[src/rtl/adcrb_defines.vh]
// Register offsets, field positions and reset values of the converter register bank
`ifndef ADCRB_DEFINES_VH
`define ADCRB_DEFINES_VH

`define ADCRB_ADDR_IDENT        7'h00
`define ADCRB_ADDR_GLOBAL       7'h01
`define ADCRB_ADDR_OVF_FLAGS    7'h02
`define ADCRB_ADDR_OVF_MASK     7'h03
`define ADCRB_ADDR_HIGHPASS     7'h04
`define ADCRB_ADDR_POWER        7'h06
`define ADCRB_ADDR_SILENCE      7'h08
`define ADCRB_ADDR_SER_TRI      7'h0a

`define ADCRB_RST_GLOBAL        8'h00
`define ADCRB_RST_OVF_FLAGS     8'hff
`define ADCRB_RST_OVF_MASK      8'hff
`define ADCRB_RST_HIGHPASS      8'h00
`define ADCRB_RST_POWER         8'h00
`define ADCRB_RST_SILENCE       8'h00
`define ADCRB_RST_SER_TRI       8'h00
`define ADCRB_RST_PTR           7'h00

`define ADCRB_GC_TAKEOVER       7
`define ADCRB_GC_RATIO          6
`define ADCRB_GC_DIV_HI         5
`define ADCRB_GC_DIV_LO         4
`define ADCRB_GC_FMT_HI         3
`define ADCRB_GC_FMT_LO         2
`define ADCRB_GC_MODE_HI        1
`define ADCRB_GC_MODE_LO        0

`define ADCRB_PD_BANDGAP        5
`define ADCRB_PD_OSC            4
`define ADCRB_PD_PAIR_HI        3
`define ADCRB_PD_PAIR_LO        0
`define ADCRB_PD_MASK           8'h3f
`define ADCRB_TRI_MASK          8'h0f

`define ADCRB_MAP_AUTOINC       7

`define ADCRB_DIV_BY1           3'h0
`define ADCRB_DIV_BY1P5         3'h1
`define ADCRB_DIV_BY2           3'h2
`define ADCRB_DIV_BY3           3'h3
`define ADCRB_DIV_BY4           3'h4
`define ADCRB_DIV_RSVD          3'h7

`endif

[src/rtl/adcrb_register_bank.v]
// Control and status register bank of the eight-channel audio converter
`timescale 1ns/1ps
`include "adcrb_defines.vh"

module adcrb_register_bank #(
  parameter [3:0] PART_IDENT = 4'h5,   // Arbitrary identification value
  parameter [3:0] REV_INDEX  = 4'h2    // Arbitrary revision value
) (
  input  wire       ref_clk,
  input  wire       nrst,
  input  wire       ptr_load,
  input  wire [7:0] ptr_data,
  input  wire       wr_en,
  input  wire [7:0] wr_data,
  input  wire       rd_en,
  input  wire [7:0] ovf_detect,
  input  wire       pin_clock_ratio,
  input  wire [1:0] pin_divider_bits,
  input  wire [1:0] pin_format,
  input  wire [1:0] pin_mode,
  output reg  [7:0] rd_data,
  output reg        rd_valid,
  output reg  [2:0] clock_div_sel,
  output reg  [1:0] serial_format_field,
  output reg  [1:0] speed_role,
  output reg  [7:0] highpass_off,
  output reg  [7:0] dc_offset_freeze,
  output reg        bandgap_off,
  output reg        oscillator_off,
  output reg  [3:0] pair_power_off,
  output reg  [7:0] channel_zero,
  output reg  [3:0] serial_out_disable,
  output reg        overflow_pin_out,
  output reg        overflow_pin_oe
);

  localparam CHANNELS = 8;
  localparam PAIRS    = 4;

  reg  [7:0] global_control_reg;
  reg  [7:0] overflow_flag_reg;
  reg  [7:0] overflow_pin_enable_reg;
  reg  [7:0] highpass_reg;
  reg  [7:0] power_reg;
  reg  [7:0] silence_reg;
  reg  [7:0] tristate_reg;
  reg  [6:0] ptr_reg;
  reg        pointer_autoinc_reg;
  reg  [7:0] rd_mux;
  reg  [2:0] div_code;
  reg  [1:0] format_sel;
  reg  [1:0] mode_sel;
  wire [7:0] overflow_flag_next;
  wire [7:0] pin_pull;
  wire [7:0] pair_zero;
  wire [7:0] silence_sel;
  wire [7:0] highpass_sel;
  wire [3:0] pair_off_sel;
  wire [3:0] tristate_sel;
  wire [7:0] wr_bits;
  wire       takeover;
  wire       acc_byte;
  wire       flag_read;
  wire       wr_global;
  wire       wr_mask;
  wire       wr_highpass;
  wire       wr_power;
  wire       wr_silence;
  wire       wr_tristate;

  // Composite divider decode: {ratio, div_hi, div_lo}
  function [2:0] div_decode;
    input [2:0] code;
    begin
      case (code)
        3'b000:         div_decode = `ADCRB_DIV_BY1;
        3'b100:         div_decode = `ADCRB_DIV_BY1P5;
        3'b001, 3'b010: div_decode = `ADCRB_DIV_BY2;
        3'b101, 3'b110: div_decode = `ADCRB_DIV_BY3;
        3'b011:         div_decode = `ADCRB_DIV_BY4;
        default:        div_decode = `ADCRB_DIV_RSVD;
      endcase
    end
  endfunction

  // Bits that a host write may change at each address
  function [7:0] writable_bits;
    input [6:0] addr;
    begin
      if (addr == `ADCRB_ADDR_GLOBAL) begin
        writable_bits = 8'hff;
      end else if (addr == `ADCRB_ADDR_OVF_MASK) begin
        writable_bits = 8'hff;
      end else if (addr == `ADCRB_ADDR_HIGHPASS) begin
        writable_bits = 8'hff;
      end else if (addr == `ADCRB_ADDR_POWER) begin
        writable_bits = `ADCRB_PD_MASK;
      end else if (addr == `ADCRB_ADDR_SILENCE) begin
        writable_bits = 8'hff;
      end else if (addr == `ADCRB_ADDR_SER_TRI) begin
        writable_bits = `ADCRB_TRI_MASK;
      end else begin
        writable_bits = 8'h00;
      end
    end
  endfunction

  // Access strobes
  assign takeover    = global_control_reg[`ADCRB_GC_TAKEOVER];
  assign acc_byte    = wr_en | rd_en;
  assign flag_read   = rd_en & (ptr_reg == `ADCRB_ADDR_OVF_FLAGS);
  assign wr_bits     = wr_data & writable_bits(ptr_reg);
  assign wr_global   = wr_en & (ptr_reg == `ADCRB_ADDR_GLOBAL);
  assign wr_mask     = wr_en & (ptr_reg == `ADCRB_ADDR_OVF_MASK);
  assign wr_highpass = wr_en & (ptr_reg == `ADCRB_ADDR_HIGHPASS);
  assign wr_power    = wr_en & (ptr_reg == `ADCRB_ADDR_POWER);
  assign wr_silence  = wr_en & (ptr_reg == `ADCRB_ADDR_SILENCE);
  assign wr_tristate = wr_en & (ptr_reg == `ADCRB_ADDR_SER_TRI);

  // Read multiplexer
  always @* begin
    rd_mux = 8'h00;
    if (ptr_reg == `ADCRB_ADDR_IDENT) begin
      rd_mux = {PART_IDENT, REV_INDEX};
    end else if (ptr_reg == `ADCRB_ADDR_GLOBAL) begin
      rd_mux = global_control_reg;
    end else if (ptr_reg == `ADCRB_ADDR_OVF_FLAGS) begin
      rd_mux = overflow_flag_reg;
    end else if (ptr_reg == `ADCRB_ADDR_OVF_MASK) begin
      rd_mux = overflow_pin_enable_reg;
    end else if (ptr_reg == `ADCRB_ADDR_HIGHPASS) begin
      rd_mux = highpass_reg;
    end else if (ptr_reg == `ADCRB_ADDR_POWER) begin
      rd_mux = power_reg;
    end else if (ptr_reg == `ADCRB_ADDR_SILENCE) begin
      rd_mux = silence_reg;
    end else if (ptr_reg == `ADCRB_ADDR_SER_TRI) begin
      rd_mux = tristate_reg;
    end
  end

  // Per-channel and per-pair terms
  genvar ch;
  genvar pr;
  generate
    for (ch = 0; ch < CHANNELS; ch = ch + 1) begin : g_chan
      // A new overflow keeps the flag low even in the cycle of a rearming read
      assign overflow_flag_next[ch] = ovf_detect[ch] ? 1'b0 :
                                      (flag_read | overflow_flag_reg[ch]);
      assign pin_pull[ch]     = ~overflow_flag_next[ch] & overflow_pin_enable_reg[ch];
      assign pair_zero[ch]    = pair_off_sel[ch / 2];
      assign silence_sel[ch]  = takeover & silence_reg[ch];
      assign highpass_sel[ch] = takeover & highpass_reg[ch];
    end
    for (pr = 0; pr < PAIRS; pr = pr + 1) begin : g_pair
      assign pair_off_sel[pr] = takeover & power_reg[`ADCRB_PD_PAIR_LO + pr];
      assign tristate_sel[pr] = takeover & tristate_reg[pr];
    end
  endgenerate

  // Effective mode: pins until takeover, register fields after
  always @* begin
    if (takeover) begin
      div_code   = global_control_reg[`ADCRB_GC_RATIO:`ADCRB_GC_DIV_LO];
      format_sel = global_control_reg[`ADCRB_GC_FMT_HI:`ADCRB_GC_FMT_LO];
      mode_sel   = global_control_reg[`ADCRB_GC_MODE_HI:`ADCRB_GC_MODE_LO];
    end else begin
      div_code   = {pin_clock_ratio, pin_divider_bits};
      format_sel = pin_format;
      mode_sel   = pin_mode;
    end
  end

  // Read answer one cycle after the request, byte held until the next read
  always @(posedge ref_clk or negedge nrst) begin
    if (!nrst) begin
      rd_data  <= 8'h00;
      rd_valid <= 1'b0;
    end else begin
      rd_valid <= rd_en;
      if (rd_en) begin
        rd_data <= rd_mux;
      end
    end
  end

  // Address pointer; a load wins over auto-increment
  always @(posedge ref_clk or negedge nrst) begin
    if (!nrst) begin
      ptr_reg             <= `ADCRB_RST_PTR;
      pointer_autoinc_reg <= 1'b0;
    end else if (ptr_load) begin
      ptr_reg             <= ptr_data[6:0];
      pointer_autoinc_reg <= ptr_data[`ADCRB_MAP_AUTOINC];
    end else if (acc_byte && pointer_autoinc_reg) begin
      ptr_reg <= ptr_reg + 7'h01;
    end
  end

  // Writable registers; reserved bits and addresses take nothing
  always @(posedge ref_clk or negedge nrst) begin
    if (!nrst) begin
      global_control_reg      <= `ADCRB_RST_GLOBAL;
      overflow_pin_enable_reg <= `ADCRB_RST_OVF_MASK;
      highpass_reg            <= `ADCRB_RST_HIGHPASS;
      power_reg               <= `ADCRB_RST_POWER;
      silence_reg             <= `ADCRB_RST_SILENCE;
      tristate_reg            <= `ADCRB_RST_SER_TRI;
    end else begin
      if (wr_global) begin
        global_control_reg <= wr_bits;
      end
      if (wr_mask) begin
        overflow_pin_enable_reg <= wr_bits;
      end
      if (wr_highpass) begin
        highpass_reg <= wr_bits;
      end
      if (wr_power) begin
        power_reg <= wr_bits;
      end
      if (wr_silence) begin
        silence_reg <= wr_bits;
      end
      if (wr_tristate) begin
        tristate_reg <= wr_bits;
      end
    end
  end

  // Sticky active-low overflow flags
  always @(posedge ref_clk or negedge nrst) begin
    if (!nrst) begin
      overflow_flag_reg <= `ADCRB_RST_OVF_FLAGS;
    end else begin
      overflow_flag_reg <= overflow_flag_next;
    end
  end

  // Clock and serial format outputs
  always @(posedge ref_clk or negedge nrst) begin
    if (!nrst) begin
      clock_div_sel       <= `ADCRB_DIV_BY1;
      serial_format_field <= 2'h0;
      speed_role          <= 2'h0;
    end else begin
      clock_div_sel       <= div_decode(div_code);
      serial_format_field <= format_sel;
      speed_role          <= mode_sel;
    end
  end

  // Per-channel filter and data forcing outputs
  always @(posedge ref_clk or negedge nrst) begin
    if (!nrst) begin
      highpass_off     <= 8'h00;
      dc_offset_freeze <= 8'h00;
      channel_zero     <= 8'h00;
    end else begin
      highpass_off     <= highpass_sel;
      dc_offset_freeze <= highpass_sel;
      channel_zero     <= pair_zero | silence_sel;
    end
  end

  // Power-down and serial output disable outputs
  always @(posedge ref_clk or negedge nrst) begin
    if (!nrst) begin
      bandgap_off        <= 1'b0;
      oscillator_off     <= 1'b0;
      pair_power_off     <= 4'h0;
      serial_out_disable <= 4'h0;
    end else begin
      bandgap_off        <= takeover & power_reg[`ADCRB_PD_BANDGAP];
      oscillator_off     <= takeover & power_reg[`ADCRB_PD_OSC];
      pair_power_off     <= pair_off_sel;
      serial_out_disable <= tristate_sel;
    end
  end

  // Open-drain overflow pin: enable pulls low while any unmasked flag is asserted
  always @(posedge ref_clk or negedge nrst) begin
    if (!nrst) begin
      overflow_pin_out <= 1'b0;
      overflow_pin_oe  <= 1'b0;
    end else begin
      overflow_pin_out <= 1'b0;
      overflow_pin_oe  <= |pin_pull;
    end
  end

endmodule // adcrb_register_bank

[config.mk]
export PLATFORM = sky130hd
export DESIGN_NAME = adcrb_register_bank
export DESIGN_NICKNAME = d
export VERILOG_FILES = /design/src/rtl/adcrb_register_bank.v
export VERILOG_INCLUDE_DIRS = /design/src /design/src/rtl
export SDC_FILE = /design/constraint.sdc
export NUM_CORES = 1
export LEC_CHECK = 0
export ABC_AREA = 1
export BUFFER_PORTS_ARGS = -buffer_cell sky130_fd_sc_hd__buf_2
export CORE_MARGIN = 2
export CORE_UTILIZATION = 30
export CTS_CLUSTER_SIZE = 12
export DETAILED_ROUTE_END_ITERATION = 12
export RECOVER_POWER = 100
export SYNTH_ARGS = -nofsm -noshare
export SYNTH_HDL_FRONTEND = slang
export SYNTH_SLANG_ARGS = --single-unit
[constraint.sdc]
create_clock -name ref_clk -period 2.6 [get_ports ref_clk]
set_input_delay 0 -clock ref_clk [delete_from_list [all_inputs] [get_ports ref_clk]]
set_output_delay 0 -clock ref_clk [all_outputs]
set_load 0.01 [all_outputs]
**Word-level counts from Yosys, hierarchy flattened**

Index checks and enable logic that the tools add are counted.

- $add $sub $neg: 1
- Bitwise gates (word level): 60
- Equality and inequality tests: 13
- Muxes and demuxes: 28
- Reductions and logical operators: 7

Operators by type and width:

| operator | count |
|---|---|
| 8-bit two-way mux | 13 |
| 1-bit AND | 41 |
| 3-bit case mux with 5 select lines | 1 |
| 7-bit by 2-bit == test with 1-bit output (second input constant) | 2 |
| 7-bit by 3-bit == test with 1-bit output (second input constant) | 2 |
| 7-bit by 4-bit == test with 1-bit output (second input constant) | 2 |
| 7-bit two-way mux | 2 |
| 3-bit == test (second input constant) | 3 |
| 1-bit OR | 9 |
| 8-bit AND | 1 |
| 1-bit two-way mux | 8 |
| 1-bit inverter | 8 |
| 8-bit OR | 1 |
| 8-bit OR reduction | 1 |
| 7-bit by 1-bit adder with 7-bit output (second input constant) | 1 |
| 7-bit by 1-bit == test with 1-bit output (second input constant) | 1 |
| 7-bit logical NOT | 1 |
| 3-bit by 2-bit == test with 1-bit output (second input constant) | 2 |
| 2-bit two-way mux | 2 |
| 4-bit two-way mux | 1 |
| 2-bit OR reduction | 2 |
| 3-bit by 1-bit == test with 1-bit output (second input constant) | 1 |
| 3-bit logical NOT | 1 |
| 3-bit two-way mux | 1 |
| other kinds (2) | 2 |

- Register bits after elaboration: 107
- Bits of input ports: 36
- Output and inout bits: 52
- Word-level logic and storage cells: 130

**Longest topological paths before layout**

Gate-level depths: netlist of the first run.

- Word-level depth: 9
- Gate-level depth with buffers: 13
- Depth with buffers taken out: 13

**Least setup slack after synthesis of the first run**

No wires, ideal clock.

- Path type: reg2reg
- Start point: reg ptr_reg[0]
- End point: reg power_reg[0]
- Setup time: 122 ps
- Arrival: 1632 ps
- Path slack: 845 ps
- Cell stages (with the launch flop): 11
- Period minus slack after synthesis: 1755 ps
- Buffers on the path: 1
- Required time: 2478 ps
- Cell sequence: dfrtp_1 inv_1 ha_1 nand3_1 nor2_4 nor2_2 nand2_2 or2_4 buf_6 nand3_1 o21ai_1

- Longest elaborated chain between the ends: 8
- Elaborated cells on any way between the ends: 14
- Classes of those cells: 6 x eq/ne; 6 x mux; 2 x bitwise

RTL lines:

| item | line | source |
|---|---|---|
| start: declaration | adcrb_register_bank.v:47 | `reg [6:0] ptr_reg;` |
| start signal: assignment | adcrb_register_bank.v:190 | `` ptr_reg <= `ADCRB_RST_PTR; `` |
| start signal: assignment | adcrb_register_bank.v:193 | `ptr_reg <= ptr_data[6:0];` |
| start signal: assignment | adcrb_register_bank.v:196 | `ptr_reg <= ptr_reg + 7'h01;` |
| 7-bit by 4-bit == test with 1-bit output (no line) | n/a |  |
| 4-bit two-way mux | adcrb_register_bank.v:100 | `` end else if (addr == `ADCRB_ADDR_SER_TRI) begin `` |
| 8-bit two-way mux | adcrb_register_bank.v:98 | `` end else if (addr == `ADCRB_ADDR_SILENCE) begin `` |
| 8-bit two-way mux | adcrb_register_bank.v:96 | `` end else if (addr == `ADCRB_ADDR_POWER) begin `` |
| 8-bit two-way mux | adcrb_register_bank.v:94 | `` end else if (addr == `ADCRB_ADDR_HIGHPASS) begin `` |
| 8-bit two-way mux | adcrb_register_bank.v:92 | `` end else if (addr == `ADCRB_ADDR_OVF_MASK) begin `` |
| 8-bit two-way mux | adcrb_register_bank.v:90 | `` if (addr == `ADCRB_ADDR_GLOBAL) begin `` |
| 8-bit AND | adcrb_register_bank.v:112 | `assign wr_bits = wr_data & writable_bits(ptr_reg);` |
| end signal: assignment | adcrb_register_bank.v:206 | `` power_reg <= `ADCRB_RST_POWER; `` |
| end signal: assignment | adcrb_register_bank.v:220 | `power_reg <= wr_bits;` |
| end: declaration | adcrb_register_bank.v:44 | `reg [7:0] power_reg;` |

Parallel ways exist; a longest one is shown, timed or not.
A chain may end at the register's enable or synchronous reset.

**Worst setup path after layout of the first run**

- Start point: reg ptr_reg[0]
- End point: reg tristate_reg[0]

- Longest elaborated chain between the ends: 8
- Elaborated cells on any way between the ends: 14
- Classes of those cells: 6 x eq/ne; 6 x mux; 2 x bitwise

RTL lines:

| item | line | source |
|---|---|---|
| 7-bit by 4-bit == test with 1-bit output (no line) | n/a |  |
| 4-bit two-way mux | adcrb_register_bank.v:100 |  |
| 8-bit two-way mux | adcrb_register_bank.v:98 |  |
| 8-bit two-way mux | adcrb_register_bank.v:96 |  |
| 8-bit two-way mux | adcrb_register_bank.v:94 |  |
| 8-bit two-way mux | adcrb_register_bank.v:92 |  |
| 8-bit two-way mux | adcrb_register_bank.v:90 |  |
| 8-bit AND | adcrb_register_bank.v:112 |  |
| end signal: assignment | adcrb_register_bank.v:208 | `` tristate_reg <= `ADCRB_RST_SER_TRI; `` |
| end signal: assignment | adcrb_register_bank.v:226 | `tristate_reg <= wr_bits;` |
| end: declaration | adcrb_register_bank.v:46 | `reg [7:0] tristate_reg;` |

Parallel ways exist; a longest one is shown, timed or not.

==> out/metrics.cfg, run 1 <==
[layout]
seqCellArea_sq_um = 2698
stdcell_count = 912
multi_input_area_sq_um = 1809
nets = 731
diodes = 0
layout-drive-gt1-share = 0.1351
fill_cells = 1746
area_growth_pct = 23.04
postLayoutCoreUtil = 0.3800

[yosys]
ys.flop_type = dfrtp_1
muxShareOfSynthArea = 0.01317
ys_ff_latch = 107
ys_seq_area_frac = 0.5460
synthArstFlopShare = 1.000
synth_edf_count = 0
ys_types = 39
synth_cells = 575
synthXorXnorAreaFrac = 0.003545
synth_fp_nets = 615
synth_compound_area_frac = 0.08002
synth_top_family_by_area = simple AND/OR/NAND/NOR gates
avgSynthCellArea_sq_um = 8.593
yosysWarnings = 0
syn_area_sq_um = 4941
synth-simple-area-share = 0.2669
synth-adder-area-share = 0.01013

[global_routing]
grt_pass1_wl_um = 20820
antenna_found_initial = 0
grt.total_usage = 0.1521
grt_max_degree = 49
grt_pass1_vias = 4022
overflow = 0

[timing]
fin_skew_ns = 0.008847
fmax_ghz = 0.4465
finalHoldViolCount = 1
setup_viol = 0
worst_slack_ns = 0.3605
rsz0062_at_grt = no
worstMarginPinSlew_ns = 1.311
fin_crit_sh = 0.8613
slew_headroom = 0.1257
fin_setup_tns_ns = 0
slew_violations = 0
final.min_clock_period_ns = 2.239
whs_ns = -0.005891

[detailed_routing]
top_layer = met4
drtIter0Drc = 240
route.detailed.drc = 0
wire_per_inst_um = 14.09
drt-met1-wl_um = 5773
ant_nets = 0
wl_met3_um = 790
dr.pass1.iters = 5
wirelength_um = 12850
route.vias.total = 4077
route.met2.wl_um = 6064
vias_per_cell = 4.470

[cts]
tritoncts = yes
cts_root_buffer = clkbuf_16
clkSinkCount = 107
clockBufferDepth = 2
clk_pin_slew_ns = 0.07
postCtsSetupBuffers = 0
clk_latency_ns = 0.36
htreeDepth = 3
cts_inserted_buffers = 9

[power_and_ir_drop]
p_per_area_nw_per_um2 = 586.0
leakagePower_nw = 3.106
vdd_drop_max_v = 0.0002952

[placed_design]
routabilityCongestion = 0.8702
dp.cells = 859
io_buffer_count = 86
place_ws_ns = 0.6015
post-dp-hpwl_um = 9300

[die]
start_util = 0.3088
boundaryPins = 88
dieArea_sq_um = 17510
num_rows = 46
die_x_um = 132.3
coreArea_sq_um = 16000
die_y_um = 132.3

[worst_setup_path]
worst_setup_path_start_kind = flop
cp.arrival_ns = 2.48
endpoint_kind = flop
worstPathMaxFanout = 12
path_cells = inv_1 > ha_1 > nand3_1 > nor2_1 > nand2_1 > mux2_2
criticalPathCategory = reg2reg
critPathMaxStageDelay_ns = 0.48
critPathRequiredTime_ns = 2.84
critPathSlowestCell = nor2_1

[worst_hold_path]
hold_class = in2reg

[outcome]
outcome = complete, but fails checks
violations = hold timing

[flow_run]
drv_cap = 0

==> synth_stat cells, drive strengths merged, types with 2 or more instances <==
cell type / instances / area (sq um)
o2111ai: 5 / 43.79
mux2i: 2 / 20.02
or2: 2 / 15.02
a21oi: 20 / 100.1
o21ai: 33 / 172.7
o21bai: 4 / 30.03
nand4: 2 / 27.53
nand2: 214 / 835.8
dfstp: 16 / 420.4
dfrtp: 91 / 2277
xor2: 2 / 17.52
nor3: 2 / 32.53
buf: 16 / 121.4
mux2: 4 / 45.04
o221ai: 2 / 17.52
inv: 64 / 245.2
nor2: 38 / 192.7
clkbuf: 6 / 22.52
nand3: 42 / 215.2
ha: 4 / 50.05
==> cell type report <==
type / instances / area share
flip-flops and latches: 107 / 0.4437
multi-input cells: 381 / 0.2976
repair buffers: 127 / 0.1270
well taps: 216 / 0.04445
inverters: 65 / 0.04095
clock buffers: 12 / 0.04054
clock inverters: 4 / 0.005763
==> through the flow <==
step                      hold slack [ns]  instance area (sq um)  total power, W
after floorplan                   -0.2956                   4941        0.002084
after global placement            0.08293                   5543        0.002255
after detailed placement          0.08466                   5543        0.002261
after CTS                        0.006156                   6195        0.003629
after global routing              0.02868                   6080        0.003735
final                           -0.005891                   6080        0.003563
==> final timing paths <==
path,slack (ns),endpoint,cells after the start,startpoint
setup / recovery,0.36,tristate_reg[0],6,ptr_reg[0]
setup reg to reg,0.36,tristate_reg[0],6,ptr_reg[0]
hold / removal,-0.006,ptr_reg[6],3,ptr_load
max in group asynchronous,0.94,overflow_pin_enable_reg[1],3,nrst
min in group asynchronous,0.47,ptr_reg[2],2,nrst
hold reg to reg,0.48,overflow_pin_enable_reg[4],2,overflow_pin_enable_reg[4]
==> timing repair <==
action,CTS,global route
hold buffers,37,0
resized for setup,0,0
setup endpoints to repair,0,0
hold endpoints to repair,76,0
==> power by group <==
group          internal (W)  switching (W)  leakage, nW
clock network      0.000686       0.000628        0.131
logic              0.000159       0.000265         1.59
registers           0.00176      0.0000695         1.38
total               0.00260       0.000963         3.11
==> worst max-delay path, delay by kind of cell, from the launching register on <==
family / cells / cell delay, ns
adders and majority gates: 1 / 0.21
buffers and inverters: 1 / 0.12
DFF: 1 / 0.43
and+or+nand+nor: 3 / 0.99
muxes: 1 / 0.38
==> cells by family (layout without fill, tap and decap cells) <==
logic type	count (synthesis)	count (layout)
and+or+nand+nor	300	300
DFF	107	107
buffers and inverters	87	208
AOI/OAI and AO/OA	68	68
muxes	6	6
adders and majority gates	4	4
xor gates and xnor gates	2	2
other	1	1
==> layout by cell type, fill, tap and decap left out, types with 3 or more instances in the layout <==
cell / count
nor2_4: 4
o2111ai_1: 5
buf_2: 33
nor2_1: 30
dfrtp_1: 91
nor2_2: 4
mux2_2: 4
dfstp_2: 16
ha_1: 4
o21ai_1: 4
inv_1: 60
o21ai_0: 28
a21oi_1: 20
nand2_1: 209
dlygate4sd3_1: 37
o21bai_1: 4
nand2_4: 3
clkbuf_16: 9
clkbuf_1: 55
nand3_1: 42
==> metal layers <==
layer	global-route usage	up-vias
met1	0.1974	1882
met3	0.04152	20
li1	-	2044
met4	0.04361	0
met2	0.2496	131
met5	0	-
(Power assumes the default switching activity.)
==> run 2, diff against run 1 <==
- ABC_AREA: 1 -> unset
- CORE_MARGIN: 2 -> unset
==> out/metrics.cfg, run 2 <==
[worst_setup_path]
r2r_start = ptr_reg[3]
critPathRequiredTime_ns = 2.88  ; +0.04 ns
cp-startpoint = ptr_reg[3]
worst_setup_path_start_kind = flop
cp.arrival_ns = 2.60  ; +0.12 ns
r2r_setup_slack_ns = 0.28  ; -0.08 ns
criticalPathCategory = reg2reg
r2r_end = overflow_pin_enable_reg[2]
endpoint_kind = flop
worstPathMaxFanout = 12  ; unchanged
rr_worst_depth = 4  ; -2

[layout]
diodes = 0  ; unchanged
nets = 563  ; -23%
layout-drive-gt1-share = 0.2197  ; +0.08464
final_cell_mix = 91 x dfrtp_1, 53 x clkbuf_1, 39 x mux2_2
final_area_sq_um = 5944  ; -2.2%
layout_commonest_cell = dfrtp_1
area_growth_pct = 22.89

[global_routing]
overflow = 0  ; unchanged
grt.total_usage = 0.1622  ; +0.01009
grt_max_degree = 58  ; +18%
antenna_found_initial = 0  ; unchanged
grt_pass1_vias = 3636  ; -9.6%
grt_pass1_wl_um = 20180  ; -3.1%

[timing]
final.min_clock_period_ns = 2.318  ; +0.07886 ns
slew_violations = 0  ; unchanged
finalHoldViolCount = 0  ; -1
fin_crit_sh = 0.8917  ; +0.03033
worstMarginPinSlew_ns = 1.326  ; +0.01418 ns
fin_skew_ns = 0.009983  ; +0.001136 ns
setup_viol = 0  ; unchanged
fin_setup_tns_ns = 0  ; unchanged
fmax_ghz = 0.4313  ; -3.4%
slew_headroom = 0.1162  ; -0.009450
rsz0062_at_grt = no
whs_ns = 0.02206  ; +0.02795 ns

[yosys]
syn_area_sq_um = 4837  ; -2.1%
synth_most_common_cell = dfrtp_1
synth_edf_count = 0  ; unchanged
yosysTopAreaCellShare = 0.4708  ; +0.009895
synth_commonest_cells = 91 x dfrtp_1, 39 x mux2_2, 38 x nand2_1, 24 x o21ai_0, 23 x and2_1
ys_ff_latch = 107  ; unchanged
yosys-top-cells-area = dfrtp_1 47%, mux2_2 9.1%, dfstp_2 8.7%, and2_1 3.0%, nand2_1 2.9%
synth_largest_area_cell = dfrtp_1
ys_seq_area_frac = 0.5577  ; +0.01172
yosysWarnings = 0  ; unchanged
avgSynthCellArea_sq_um = 11.49  ; +34%
synth_cells = 421  ; -27%
synthArstFlopShare = 1.000  ; unchanged
ys_types = 47  ; +21%
synth_fp_nets = 461  ; -25%
ys.flop_type = dfrtp_1

[cts]
cts_root_buffer = clkbuf_16
tritoncts = yes
cts_inserted_buffers = 9  ; unchanged
clk_pin_slew_ns = 0.08  ; about the same
htreeDepth = 3  ; unchanged
clkSinkCount = 107  ; unchanged
clockBufferDepth = 2  ; unchanged
postCtsSetupBuffers = 0  ; unchanged
clk_latency_ns = 0.36  ; about the same

[worst_hold_path]
hold_class = in2reg
hp-start = ptr_load
hold_end = ptr_reg[3]
hold_path_depth = 3  ; unchanged

[placed_design]
routabilityCongestion = 0.8355  ; -4.0%
io_buffer_count = 86  ; unchanged
placed_area_sq_um = 5401  ; -2.6%
post-dp-hpwl_um = 9472  ; +1.9%

[power_and_ir_drop]
p_per_area_nw_per_um2 = 727.6  ; +24%
leakagePower_nw = 2.606  ; -16%
vdd_drop_max_v = 0.0003727  ; +26%

[outcome]
outcome = complete, no violations

[die]
die_y_um = 129.0  ; -2.5%
num_rows = 46  ; unchanged
coreArea_sq_um = 15830  ; -1.1%
boundaryPins = 88  ; unchanged
die_x_um = 129.0  ; -2.5%
dieArea_sq_um = 16640  ; -5.0%
start_util = 0.3056  ; -0.003192

[detailed_routing]
wirelength_um = 13050  ; +1.5%
route.vias.total = 3694  ; -9.4%
route.detailed.drc = 0  ; unchanged
dr.pass1.iters = 5  ; unchanged
drtIter0Drc = 425  ; +77%
ant_nets = 0  ; unchanged
vias_per_cell = 4.965  ; +11%
wire_per_inst_um = 17.53  ; +24%

[flow_run]
drv_cap = 0  ; unchanged

run 2: changes by cell type in the layout (fill, tap and decap cells not counted), moves of 7 or more:
cell and delta:
inv_1 -48, o21a_1 +16, and3_1 +10, nand2_1 -171, mux2_2 +35, a22oi_1 +8, nand3_1 -33, nor2_1 -19
and2_0 +12, and2_1 +11, o211ai_1 +7
run 2: per-layer routing:
layer,vias up,part of all wire,global-route usage
li1,1709,-,-
met1,1867,0.45,0.2152
met2,97,0.49,0.2620
met3,21,0.038,0.02661
met4,0,0.026,0.07059
met5,-,0,0
run 2: how the worst max path moves through the flow:
stage,endpoint,cells past startpoint
4_1_cts,rd_data[6],7
3_5_place_dp,rd_data[6],7
6_report,overflow_pin_enable_reg[2],4
5_1_grt,highpass_reg[5],7
3_3_place_gp,rd_data[6],7
2_1_floorplan,rd_data[6],8
run 2: power by group:
part / leakage, nW / internal, W / switching, W / total (W)
logic: 1.09 / 0.000363 / 0.000365 / 0.000728
registers: 1.37 / 0.00193 / 0.000287 / 0.00222
clock network: 0.148 / 0.000684 / 0.000693 / 0.00138
total: 2.61 / 0.00298 / 0.00134 / 0.00433
run 2: final cells by class:
type                    count  area (sq um)
clock buffers               9         225.2
clock inverters             7         78.83
fillers                  1594          9883
inverters                  12         45.04
multi-input cells         271          1913
flip-flops and latches    107          2698
well taps                 216         270.3
repair buffers            122         714.4
run 2: kinds of logic after synthesis:
family / after synthesis / share of synthesized area
other: 1 / 0.0007753
adder cells (fa/ha/maj): 4 / 0.01035
XOR/XNOR: 6 / 0.01086
AO/OA/AOI/OAI: 104 / 0.1503
AND/OR/NAND/NOR: 115 / 0.1293
buffers and inverters: 43 / 0.04526
flip-flops: 107 / 0.5577
multiplexers: 41 / 0.09545
run 2: critical path, stage by stage, from the launching register on:
cell,delay [ns]
dfrtp_1,0.54
nor2_1,0.52
and4b_1,0.48
nand2_1,0.34
mux2_2,0.37
run 2: through the flow:
step	std cells	total power, W	worst slack, ns	util
3_5_place_dp	695	0.002980	0.3256	0.3413
5_1_grt	744	0.004535	0.1181	0.3756
4_1_cts	744	0.004416	0.3323	0.3813
6_report	744	0.004325	0.2817	0.3756
3_3_place_gp	695	0.002949	0.4347	0.3413
2_1_floorplan	421	0.002629	0.6867	-
run 2: what timing repair did:
| action | 4_1_cts | 5_1_grt |
|---|---|---|
| endpoints found under the hold margin | 87 | 0 |
| hold buffers | 33 | 0 |
| resized for setup | 0 | 0 |
